[src/pwc_regs.svh]
// register offsets, field positions and reset values of the pwm block
`ifndef PWC_REGS_SVH
`define PWC_REGS_SVH

`define PWC_OFF_EXTENSION   8'hF1
`define PWC_OFF_CONTROL     8'hF3
`define PWC_OFF_DUTY_LOW    8'hF4
`define PWC_OFF_DUTY_HIGH   8'hF5
`define PWC_OFF_IRQ_STATUS  8'hF6
`define PWC_OFF_IRQ_MASK    8'hF7

`define PWC_CTL_PEND_BIT    0
`define PWC_CTL_IE_BIT      1
`define PWC_CTL_RUN_BIT     2
`define PWC_CTL_CLR_BIT     3
`define PWC_CTL_RSEL_BIT    4
`define PWC_CTL_UNUSED_MASK 8'hDF

`define PWC_IRQ_OVF_BIT     0
`define PWC_IRQ_RELOAD_BIT  1
`define PWC_IRQ_MASK_BITS   8'h03

`define PWC_RST_CONTROL     8'h00
`define PWC_RST_EXTENSION   8'h00
`define PWC_RST_DUTY        8'h00
`define PWC_RST_IRQ         8'h00

`define PWC_PRE_DIV64_MAX   6'h3F
`define PWC_PRE_DIV8_MAX    6'h07
`define PWC_PRE_DIV2_MAX    6'h01
`define PWC_BASE6_MAX       8'h3F
`define PWC_BASE8_MAX       8'hFF
`define PWC_EXT6_MAX        6'h3F
`define PWC_EXT2_MAX        6'h03

`endif

[src/pwc_pkg.sv]
// types shared by the pwm block
package pwc_pkg;

  typedef enum logic [1:0] {
    PWC_DIV64 = 2'b00,
    PWC_DIV8  = 2'b01,
    PWC_DIV2  = 2'b10,
    PWC_DIV1  = 2'b11
  } pwc_clk_sel_type;

  typedef enum logic [1:0] {
    PWC_RES_6_2 = 2'b00,
    PWC_RES_6_6 = 2'b01,
    PWC_RES_ALT = 2'b10,
    PWC_RES_8_6 = 2'b11
  } pwc_res_type;

  typedef struct packed {
    pwc_clk_sel_type clk_sel;
    logic            unused;
    logic            reload_sel;
    logic            clr;
    logic            run;
    logic            ie;
    logic            pend;
  } pwc_ctrl_type;

  typedef struct packed {
    logic [7:0] base;
    logic [5:0] ext;
    logic       base8;
    logic       ext6;
  } pwc_duty_type;

endpackage

[src/pwc_pwm_top.sv]
// pwm counter with extension, registers and interrupt
//
// Summary of operation
// - Control bits 7:6 pick the counter clock: /64, /8, /2 or /1.
// - Duty data reloads on extension wrap if bit 4 is 0, else on base wrap.
// - Writing 1 to the clear bit zeroes the counter; writing 0 does not.
// - The clear bit keeps its written value and never self-clears.
// - The counter halts while the run bit is 0 and resumes when it is 1.
// - The overflow interrupt is raised only while its enable bit is 1.
// - Reading the pending bit returns 1 while an overflow is pending.
// - Writing 0 to the pending bit clears it; writing 1 leaves it.
// - Extension register bits 7:2 give the extension in 6+6 and 8+6.
// - In 6+2 mode extension register bits 7:2 are ignored.
// - Mode 00 takes base from duty bits 7:2 and extension from 1:0.
// - Mode 01 takes base from high-res duty 5:0, six-bit extension.
// - Mode 11 takes base from all high-res duty bits, six-bit extension.
//
// The strobed register port was decided locally.
`timescale 1ns/1ps
`include "pwc_regs.svh"
module pwc_pwm_top (
  input  wire logic       sys_clk_i,
  input  wire logic       rst_n_i,
  input  wire logic [7:0] bus_addr_i,
  input  wire logic [7:0] bus_wdata_i,
  input  wire logic       bus_wr_i,
  input  wire logic       bus_rd_i,
  output logic      [7:0] bus_rdata_o,
  output logic            pwm_o,
  output logic            irq_o
);

  pwc_pkg::pwc_ctrl_type ctl;
  pwc_pkg::pwc_duty_type split;
  pwc_pkg::pwc_duty_type act;
  pwc_pkg::pwc_res_type  res_mode;
  logic [7:0]            ext_reg;
  logic [7:0]            duty_low;
  logic [7:0]            duty_high;
  logic [7:0]            irq_status;
  logic [7:0]            irq_mask;
  logic [7:0]            cnt;
  logic [5:0]            ext_cnt;
  logic [7:0]            base_cnt;
  logic [7:0]            base_max;
  logic [5:0]            ext_max;
  logic                  tick;
  logic                  step;
  logic                  ovf8;
  logic                  base_wrap;
  logic                  ext_wrap;
  logic                  reload_ev;
  logic                  wr_ctl;
  logic                  clr_pulse;
  logic                  next_pwm;
  logic [7:0]            next_rdata;
  logic [7:0]            irq_set;

  assign wr_ctl    = bus_wr_i && (bus_addr_i == `PWC_OFF_CONTROL);
  // clearing acts on the write itself, not the stored level
  assign clr_pulse = wr_ctl && bus_wdata_i[`PWC_CTL_CLR_BIT];
  assign res_mode  = pwc_pkg::pwc_res_type'(ext_reg[1:0]);

  pwc_prescaler u_pre (
    .sys_clk_i (sys_clk_i),
    .rst_n_i   (rst_n_i),
    .sel_i     (ctl.clk_sel),
    .tick_o    (tick)
  );

  // upper six extension bits feed the split
  pwc_duty_split u_split (
    .mode_i      (res_mode),
    .duty_low_i  (duty_low),
    .duty_high_i (duty_high),
    .ext_bits_i  (ext_reg[7:2]),
    .duty_o      (split)
  );

  // control register, bit 5 always stored as zero
  always_ff @(posedge sys_clk_i)
  begin
    if (!rst_n_i)
    begin
      ctl.clk_sel    <= pwc_pkg::PWC_DIV64;
      ctl.unused     <= 1'b0;
      ctl.reload_sel <= 1'b0;
      ctl.clr        <= 1'b0;
      ctl.run        <= 1'b0;
      ctl.ie         <= 1'b0;
    end
    else if (wr_ctl)
    begin
      ctl.clk_sel    <= pwc_pkg::pwc_clk_sel_type'(bus_wdata_i[7:6]);
      ctl.unused     <= 1'b0;
      ctl.reload_sel <= bus_wdata_i[`PWC_CTL_RSEL_BIT];
      ctl.clr        <= bus_wdata_i[`PWC_CTL_CLR_BIT];
      ctl.run        <= bus_wdata_i[`PWC_CTL_RUN_BIT];
      ctl.ie         <= bus_wdata_i[`PWC_CTL_IE_BIT];
    end
  end

  // write 0 clears, overflow in same cycle wins
  always_ff @(posedge sys_clk_i)
  begin
    if (!rst_n_i)
      ctl.pend <= 1'b0;
    else if (ovf8)
      ctl.pend <= 1'b1;
    else if (wr_ctl && !bus_wdata_i[`PWC_CTL_PEND_BIT])
      ctl.pend <= 1'b0;
  end

  always_ff @(posedge sys_clk_i)
  begin
    if (!rst_n_i)
    begin
      ext_reg   <= `PWC_RST_EXTENSION;
      duty_low  <= `PWC_RST_DUTY;
      duty_high <= `PWC_RST_DUTY;
      irq_mask  <= `PWC_RST_IRQ;
    end
    else if (bus_wr_i)
    begin
      unique case (bus_addr_i)
        `PWC_OFF_EXTENSION: ext_reg   <= bus_wdata_i;
        `PWC_OFF_DUTY_LOW:  duty_low  <= bus_wdata_i;
        `PWC_OFF_DUTY_HIGH: duty_high <= bus_wdata_i;
        `PWC_OFF_IRQ_MASK:
          irq_mask <= bus_wdata_i & `PWC_IRQ_MASK_BITS;
        default:
        begin
        end
      endcase
    end
  end

  // counter stepping and wrap detection
  assign step     = tick && ctl.run;
  assign base_max = split.base8 ? `PWC_BASE8_MAX : `PWC_BASE6_MAX;
  assign ext_max  = split.ext6 ? `PWC_EXT6_MAX : `PWC_EXT2_MAX;
  assign base_cnt = cnt & base_max;
  // full 8-bit wrap is the overflow event
  assign ovf8      = step && (cnt == `PWC_BASE8_MAX);
  assign base_wrap = step && (base_cnt == base_max);
  assign ext_wrap  = base_wrap && ((ext_cnt & ext_max) == ext_max);
  assign reload_ev = ctl.reload_sel ? base_wrap : ext_wrap;

  // clear on write, hold while stopped
  always_ff @(posedge sys_clk_i)
  begin
    if (!rst_n_i || clr_pulse)
    begin
      cnt     <= 8'h00;
      ext_cnt <= 6'h00;
    end
    else if (step)
    begin
      cnt <= cnt + 8'h01;
      if (base_wrap)
        ext_cnt <= (ext_cnt + 6'h01) & ext_max;
    end
  end

  // active duty only changes on reload, avoiding mid-period glitches
  always_ff @(posedge sys_clk_i)
  begin
    if (!rst_n_i)
      act <= '0;
    else if (reload_ev)
      act <= split;
  end

  // extension stretches one base step in the first ext slots
  always_comb
  begin
    next_pwm = (base_cnt < act.base) ||
               ((base_cnt == act.base) && (ext_cnt < act.ext));
  end

  always_ff @(posedge sys_clk_i)
  begin
    if (!rst_n_i)
      pwm_o <= 1'b0;
    else
      pwm_o <= next_pwm;
  end

  // sticky status, write one to clear, event wins over clear
  assign irq_set = {6'h00, reload_ev, ovf8 && ctl.ie};

  always_ff @(posedge sys_clk_i)
  begin
    if (!rst_n_i)
      irq_status <= `PWC_RST_IRQ;
    else if (bus_wr_i && (bus_addr_i == `PWC_OFF_IRQ_STATUS))
      irq_status <= (irq_status & ~bus_wdata_i) | irq_set;
    else
      irq_status <= irq_status | irq_set;
  end

  // overflow reaches the line only when enabled
  always_ff @(posedge sys_clk_i)
  begin
    if (!rst_n_i)
      irq_o <= 1'b0;
    else
      irq_o <= (ctl.pend && ctl.ie) ||
               ((irq_status[`PWC_IRQ_OVF_BIT] && ctl.ie &&
                 irq_mask[`PWC_IRQ_OVF_BIT]) ||
                (irq_status[`PWC_IRQ_RELOAD_BIT] &&
                 irq_mask[`PWC_IRQ_RELOAD_BIT]));
  end

  always_comb
  begin
    next_rdata = 8'h00;
    if (bus_rd_i)
    begin
      unique case (bus_addr_i)
        `PWC_OFF_CONTROL:    next_rdata = ctl & `PWC_CTL_UNUSED_MASK;
        `PWC_OFF_EXTENSION:  next_rdata = ext_reg;
        `PWC_OFF_DUTY_LOW:   next_rdata = duty_low;
        `PWC_OFF_DUTY_HIGH:  next_rdata = duty_high;
        `PWC_OFF_IRQ_STATUS: next_rdata = irq_status;
        `PWC_OFF_IRQ_MASK:   next_rdata = irq_mask;
        default:             next_rdata = 8'h00;
      endcase
    end
  end

  always_ff @(posedge sys_clk_i)
  begin
    if (!rst_n_i)
      bus_rdata_o <= 8'h00;
    else
      bus_rdata_o <= next_rdata;
  end
endmodule

[src/pwc_prescaler.sv]
// input clock divider for the pwm counter
`timescale 1ns/1ps
module pwc_prescaler (
  input  wire logic                     sys_clk_i,
  input  wire logic                     rst_n_i,
  input  wire pwc_pkg::pwc_clk_sel_type sel_i,
  output logic                          tick_o
);

  logic [5:0] div_cnt;

  always_ff @(posedge sys_clk_i)
  begin
    if (!rst_n_i)
      div_cnt <= 6'h00;
    else
      div_cnt <= div_cnt + 6'h01;
  end

  always_comb
  begin
    unique case (sel_i)
      pwc_pkg::PWC_DIV64: tick_o = (div_cnt == `PWC_PRE_DIV64_MAX);
      pwc_pkg::PWC_DIV8:
        tick_o = ((div_cnt & `PWC_PRE_DIV8_MAX) == `PWC_PRE_DIV8_MAX);
      pwc_pkg::PWC_DIV2:
        tick_o = ((div_cnt & `PWC_PRE_DIV2_MAX) == `PWC_PRE_DIV2_MAX);
      pwc_pkg::PWC_DIV1:  tick_o = 1'b1;
    endcase
  end

endmodule

[src/pwc_duty_split.sv]
// splits duty data into base and extension by resolution mode
`timescale 1ns/1ps
module pwc_duty_split (
  input  wire pwc_pkg::pwc_res_type  mode_i,
  input  wire logic [7:0]            duty_low_i,
  input  wire logic [7:0]            duty_high_i,
  input  wire logic [5:0]            ext_bits_i,
  output pwc_pkg::pwc_duty_type      duty_o
);

  always_comb
  begin
    duty_o = '0;
    unique case (mode_i)
      // low six bits plus six extension
      pwc_pkg::PWC_RES_6_6:
      begin
        duty_o.base = {2'b00, duty_high_i[5:0]};
        duty_o.ext  = ext_bits_i;
        duty_o.ext6 = 1'b1;
      end
      pwc_pkg::PWC_RES_8_6:
      begin
        duty_o.base  = duty_high_i;
        duty_o.ext   = ext_bits_i;
        duty_o.base8 = 1'b1;
        duty_o.ext6  = 1'b1;
      end
      // six plus two, extension reg unused
      pwc_pkg::PWC_RES_6_2, pwc_pkg::PWC_RES_ALT:
      begin
        duty_o.base = {2'b00, duty_low_i[7:2]};
        duty_o.ext  = {4'h0, duty_low_i[1:0]};
      end
    endcase
  end

endmodule

[config.mk]
export PLATFORM = sky130hd
export DESIGN_NAME = pwc_pwm_top
export DESIGN_NICKNAME = d
export VERILOG_FILES = /design/src/pwc_pkg.sv /design/src/pwc_pwm_top.sv /design/src/pwc_prescaler.sv /design/src/pwc_duty_split.sv
export VERILOG_INCLUDE_DIRS = /design/src
export SDC_FILE = /design/constraint.sdc
export NUM_CORES = 1
export LEC_CHECK = 0
export BUFFER_PORTS_ARGS = -buffer_cell sky130_fd_sc_hd__buf_2
export CORE_ASPECT_RATIO = 0.9
export CORE_MARGIN = 4
export CORE_UTILIZATION = 56
export CTS_BUF_LIST = sky130_fd_sc_hd__clkbuf_8
export DETAILED_ROUTE_END_ITERATION = 12
export PLACE_DENSITY = 0.76
export SYNTH_ARGS = -nofsm -noshare
export SYNTH_HDL_FRONTEND = slang
export SYNTH_SLANG_ARGS = --single-unit
export TNS_END_PERCENT = 100
[constraint.sdc]
create_clock -name sys_clk_i -period 2.1 [get_ports sys_clk_i]
set_input_delay 0.21 -clock sys_clk_i [delete_from_list [all_inputs] [get_ports sys_clk_i]]
set_output_delay 0.21 -clock sys_clk_i [all_outputs]
set_load 0.005 [all_outputs]
Word level (Yosys, flattened, before mapping)
Cells that the tools add are included.
{"block": "word_totals", "reg_bits": 85, "inputBits": 20, "output_inout_bits": 10}
{"block": "op_classes", "eq_ne": 18, "n_addsub": 3, "bitwise": 7, "magnitude_cmp": 2, "muxes": 11, "reduce_logical": 31}
{"cell": "$eq 8x8->1 const B", "count": 7}
{"cell": "$pmux 8 s6", "count": 1}
{"cell": "$pmux 14 s3", "count": 1}
{"cell": "$and 8x8->8", "count": 2}
{"cell": "$eq 8x8->1", "count": 2}
{"cell": "$mux 8", "count": 2}
{"cell": "$or 8x2->8", "count": 2}
{"cell": "$logic_and 1x1->1", "count": 14}
{"cell": "$add 6x1->6 const B", "count": 2}
{"cell": "$and 6x6->6", "count": 2}
{"cell": "$reduce_and 2->1", "count": 6}
{"cell": "$add 8x1->8 const B", "count": 1}
{"cell": "$eq 2x2->1 const B", "count": 4}
{"cell": "$lt 8x8->1", "count": 1}
{"cell": "$not 8->8", "count": 1}
{"cell": "$eq 6x6->1", "count": 1}
{"cell": "$eq 6x6->1 const B", "count": 1}
{"cell": "$lt 6x6->1", "count": 1}
{"cell": "$mux 6", "count": 1}
{"cell": "$mux 1", "count": 5}
{"cell": "$eq 2x1->1 const B", "count": 2}
{"cell": "$logic_not 2->1", "count": 2}
{"cell": "$logic_or 1x1->1", "count": 4}
{"cell": "$pmux 1 s4", "count": 1}
{"cell": "other kinds (4)", "count": 6}

Longest topological paths before layout
{"block": "depth", "word_depth": 10, "ltp_mapped": 10, "ltp_nobuf": 7}

Modules after synthesis
A second synthesis with hierarchy kept.
{"block": "unflattened", "cells_unflattened": 466, "hier_area_um2": 4135.2}
{"module": "pwc_pwm_top", "area_per_inst_um2": 3677.3, "cells_each": 422, "n_inst": 1}
{"module": "pwc_prescaler", "area_per_inst_um2": 274.0, "cells_each": 26, "n_inst": 1}
{"module": "pwc_duty_split", "area_per_inst_um2": 183.9, "cells_each": 18, "n_inst": 1}

Least setup slack after synthesis
No wires, ideal clock.
{"block": "synth_timing", "path_type": "register to register", "from": "register ext_reg[0]", "to": "register pwm_o", "path_slack_ps": -99, "setup_ps": 76, "t_arrival_ps": 2123, "path_buffers": 3, "path_stages_with_launch": 10, "period_less_slack_ps": 2199, "cell_sequence": "dfxtp_1 clkbuf_1 clkbuf_1 clkbuf_1 and3_1 ha_1 nand4_1 a2111oi_0 nand2_1 a21boi_0"}
{"block": "synth_between", "elab_chain_len": 7, "word_cells_on_any_way": 8, "classes_between": "1 x order compare; 2 x eq/ne; 2 x mux; 1 x bitwise; 2 x reduce/logical"}
{"element": "start, declared", "line_no": "pwc_pwm_top.sv:37", "rtl": "logic [7:0] ext_reg;"}
{"element": "start signal, assigned", "line_no": "pwc_pwm_top.sv:118", "rtl": "ext_reg <= `PWC_RST_EXTENSION;"}
{"element": "start signal, assigned", "line_no": "pwc_pwm_top.sv:126", "rtl": "`PWC_OFF_EXTENSION: ext_reg <= bus_wdata_i;"}
{"element": "$eq 2x2->1 *", "line_no": "pwc_duty_split.sv:14", "rtl": "unique case (mode_i)"}
{"element": "$mux 1 *", "line_no": "pwc_duty_split.sv:14"}
{"element": "$mux 8 (no line) *"}
{"element": "$and 8x8->8 *", "line_no": "pwc_pwm_top.sv:142", "rtl": "assign base_cnt = cnt & base_max;"}
{"element": "parallel branches: the longest is 2 deep, another holds $lt 8x8->1"}
{"element": "$logic_or 1x1->1 *", "line_no": "pwc_pwm_top.sv:177", "rtl": "next_pwm = (base_cnt < act.base) ||"}
{"element": "end signal, assigned", "line_no": "pwc_pwm_top.sv:186", "rtl": "pwm_o <= next_pwm;"}
{"element": "end, declared", "line_no": "pwc_pwm_top.sv:29", "rtl": "output logic pwm_o,"}
Mark *: on every way between the ends.
A chain may end at the register's enable or synchronous reset.

Worst setup path in the final report
{"block": "layout_timing", "from": "register u_pre.div_cnt[0]", "to": "register act[3] (netlist name)"}
{"block": "layout_between", "elab_chain_len": 6, "word_cells_on_any_way": 7, "classes_between": "2 x eq/ne; 2 x mux; 3 x reduce/logical"}
{"element": "start, declared", "line_no": "pwc_prescaler.sv:10", "rtl": "logic [5:0] div_cnt;"}
{"element": "start signal, assigned", "line_no": "pwc_prescaler.sv:17", "rtl": "div_cnt <= div_cnt + 6'h01;"}
{"element": "$eq 6x6->1 (no line) or $eq 3x3->1 (tied branches)"}
{"element": "$pmux 1 s4 *", "line_no": "pwc_prescaler.sv:22", "rtl": "unique case (sel_i)"}
{"element": "$logic_and 1x1->1 *", "line_no": "pwc_pwm_top.sv:139", "rtl": "assign step = tick && ctl.run;"}
{"element": "$logic_and 1x1->1 *", "line_no": "pwc_pwm_top.sv:145", "rtl": "assign base_wrap = step && (base_cnt == base_max);"}
{"element": "$logic_and 1x1->1", "line_no": "pwc_pwm_top.sv:146", "rtl": "assign ext_wrap = base_wrap && ((ext_cnt & ext_max) == ext_max);"}
{"element": "$mux 1 *", "line_no": "pwc_pwm_top.sv:147", "rtl": "assign reload_ev = ctl.reload_sel ? base_wrap : ext_wrap;"}
{"element": "end signal, assigned", "line_no": "pwc_pwm_top.sv:171", "rtl": "act <= split;"}
{"element": "end, declared", "line_no": "pwc_pwm_top.sv:35", "rtl": "pwc_pkg::pwc_duty_type act;"}
Every way passes the cells marked *; elsewhere a longest branch is shown, timed or not.

==> flow_metrics.env <==
export IMPL_status="completed"
export IMPL_relSlewSlack=0.644
export IMPL_postRouteAntennaNets=0
export IMPL_placed_cells=560
export IMPL_dp_hpwl_mm=6.95
export IMPL_wl_per_cell_um=16.7
export IMPL_grt_max_degree=75
export IMPL_syn_area_per_cell_um2=9.40
export IMPL_worst_slack_ns=0.0686
export IMPL_syn2layout_area_growth_pct=14.0
export IMPL_p_sw_frac=0.233
export IMPL_setup_viol=0
export IMPL_p_int_mw=2.35
export IMPL_drt_pass1_iterations=5
export IMPL_start_util=0.581
export IMPL_drv_slew=0
export IMPL_cp_max_fo=7
export IMPL_hold_viol=0
export IMPL_drtIter0Drc=185
export IMPL_via_per_inst=5.86
export IMPL_h_tree_depth=3
export IMPL_vias=3376
export IMPL_die_width_um=98.6
export IMPL_critPathArrivalTime_ns=2.28
export IMPL_path_buf_inv=1
export IMPL_cts_tree="built"
export IMPL_p_per_area_mw_per_mm2=650
export IMPL_grt_use_met3=0.0694
export IMPL_fin_crit_ns=2.03
export IMPL_cts_setup_buffers=0
export IMPL_largest_reg_flops=14
export IMPL_crit_required_ns=2.35
export IMPL_final_nets=515
export IMPL_ir_drop_mv=0.476
export IMPL_drive_gt1_frac=0.199
export IMPL_yosys_area_top_type_share=0.411
export IMPL_crit_path_cell_trace="ha_2 -> and3_1 -> a311oi_2 -> or4_4 -> buf_4 -> o311a_1"
export IMPL_clkLatencyLatePin_ns=0.36
export IMPL_antenna_found_initial=0
export IMPL_grt_use_met2=0.392
export IMPL_worstSetupPathType="reg -> reg"
export IMPL_fmax_mhz=492
export IMPL_regMostFlops="act"
export IMPL_top_usage_layer="met2"
export IMPL_synth_edf_count=0
export IMPL_die_h_um=89.5
export IMPL_diodes=0
export IMPL_ys_seq_area_frac=0.411
export IMPL_grt_usage=0.235
export IMPL_dp_slack_ns=0.0159
export IMPL_clock_skew_ns=0.0101
export IMPL_drc=0
export IMPL_numPortBuffers=29
export IMPL_use_met1=0.301
export IMPL_netlist_top_cells_area="dfxtp_1, mux2i_1, nor2b_1"
export IMPL_fp_coreArea_mm2=0.00711
export IMPL_start_kind="register"
export IMPL_cap_viol_max_count=0
export IMPL_crit_slowest_cell="or4_4"
export IMPL_root_buffer="clkbuf_8"
export IMPL_finalWirelength_mm=9.62
export IMPL_ys_ff_latch=85
export IMPL_rows=29
export IMPL_gp_congestion=0.832
export IMPL_ys_flop_type="dfxtp_1"
export IMPL_crit_family="simple AND/OR/NAND/NOR gates"
export IMPL_combPwrFrac=0.043
export IMPL_yosys_warnings=0
export IMPL_synthTopCellsByCount="dfxtp_1, mux2i_1, nor2b_1"
export IMPL_place_area_mm2=0.00448
export IMPL_syn_inst=440
export IMPL_p_seq_frac=0.529
export IMPL_ios=30
export IMPL_cts_buffer_depth=2
export IMPL_grt_first_pass_wirelength_mm=16.5
export IMPL_async_reset_ff_frac=0
export IMPL_syn_area_mm2=0.00414
export IMPL_yosysMostFrequentCell="dfxtp_1"
export IMPL_grt_pass1_vias=3363
export IMPL_synthDistinctLibCells=52
export IMPL_p_clk_frac=0.428
export IMPL_max_stage_delay_ns=0.55
export IMPL_clkSinkCount=85
export IMPL_cp_end_kind="register"
export IMPL_tightest_slew_ns=0.533
export IMPL_hp_class="in -> reg"
export IMPL_leakage_nw=1.78
export IMPL_stdcell_count=576
export IMPL_design_area_mm2=0.00472
export IMPL_post_route_period_util=0.967
export IMPL_overflow=0
export IMPL_syn_nets=477
export IMPL_cts_inserted_buffers=9
export IMPL_die_area_mm2=0.00882
export IMPL_clkTransAtPathRegs_ns=0.10
export IMPL_p_sw_mw=0.715
export IMPL_synth_top_area_cell="dfxtp_1"
[power groups by stage]
stage,logic (mW),clock network [mW],registers [mW]
5_1_grt,0.143,1.42,1.62
4_1_cts,0.129,1.33,1.62
3_5_place_dp,0.129,0,1.66
2_1_floorplan,0.0701,0,1.66
6_report,0.132,1.31,1.62
3_3_place_gp,0.127,0,1.66
[final timing paths]
check | start | endpoint | slack [ns] | cells after the start
setup / recovery | u_pre.div_cnt[0] | act[3] | 0.07 | 6
setup reg to reg | u_pre.div_cnt[0] | act[3] | 0.07 | 6
hold / removal | bus_wdata_i[5] | irq_status[5] | 0.07 | 2
hold reg to reg | u_pre.div_cnt[0] | u_pre.div_cnt[0] | 0.44 | 1
[kinds of logic (layout without fill, tap and decap cells)]
family                   Yosys count  after routing  synth area share
adder cells (fa/ha/maj)           17             17            0.0514
XOR/XNOR                          11             11            0.0233
multiplexers                      59             59             0.147
buffers and inverters             40             83            0.0396
flip-flops                        85             85             0.411
AND/OR/NAND/NOR                  156            156             0.205
AO/OA/AOI/OAI                     72             72             0.122
[routing by layer]
layer  up-vias  wire, um
li1       1645         -
met1      1616      4380
met2       103      4440
met3        12       663
met4         0       142
met5         -         0
[what timing repair did]
action                                  in CTS  in global routing
resized for setup                            1                  4
hold buffers                                 0                  0
endpoints found under the setup margin       6                  6
[worst register-to-register path, stage by stage, from the launching register on]
cell	delay, ns
dfxtp_2	0.36
ha_2	0.20
and3_1	0.17
a311oi_2	0.13
or4_4	0.55
buf_4	0.18
o311a_1	0.34
[per-stage QoR]
| step | hold WS (ns) | power [mW] | util | TNS, ns |
|---|---|---|---|---|
| finish | 0.0666 | 3.07 | 0.663 | 0 |
| global route | 0.0558 | 3.19 | 0.663 | -0.0152 |
| CTS | 0.0597 | 3.08 | 0.662 | 0 |
| detailed placement | 0.425 | 1.79 | 0.629 | 0 |
| global placement | 0.422 | 1.79 | 0.629 | 0 |
| floorplan | 0.297 | 1.73 | - | 0 |
[cell usage in the layout (no fill, tap or decap), types with 8 or more instances in the layout]
| cell type | netlist | final |
|---|---|---|
| ha_1 | 17 | 16 |
| nand2_1 | 32 | 32 |
| buf_2 | 5 | 29 |
| xnor2_1 | 11 | 11 |
| inv_1 | 16 | 16 |
| mux2i_1 | 45 | 45 |
| nand3_1 | 20 | 20 |
| a21oi_1 | 17 | 17 |
| dfxtp_1 | 85 | 83 |
| and3_1 | 8 | 8 |
| nor2_1 | 24 | 24 |
| mux2_2 | 14 | 14 |
| and2_1 | 8 | 8 |
| buf_4 | 0 | 20 |
| o21ai_0 | 14 | 14 |
| nor2b_1 | 40 | 40 |
| clkbuf_8 | 0 | 9 |
[area by class of cell]
class	instances	area, um2
multi-input combinational	315	2280
timing repair buffer	51	327
fill	602	2400
inverter	16	60.1
clock buffer	9	124
clock inverter	7	103
tap	93	116
sequential	85	1700
Power figures use the tool's default switching activity.
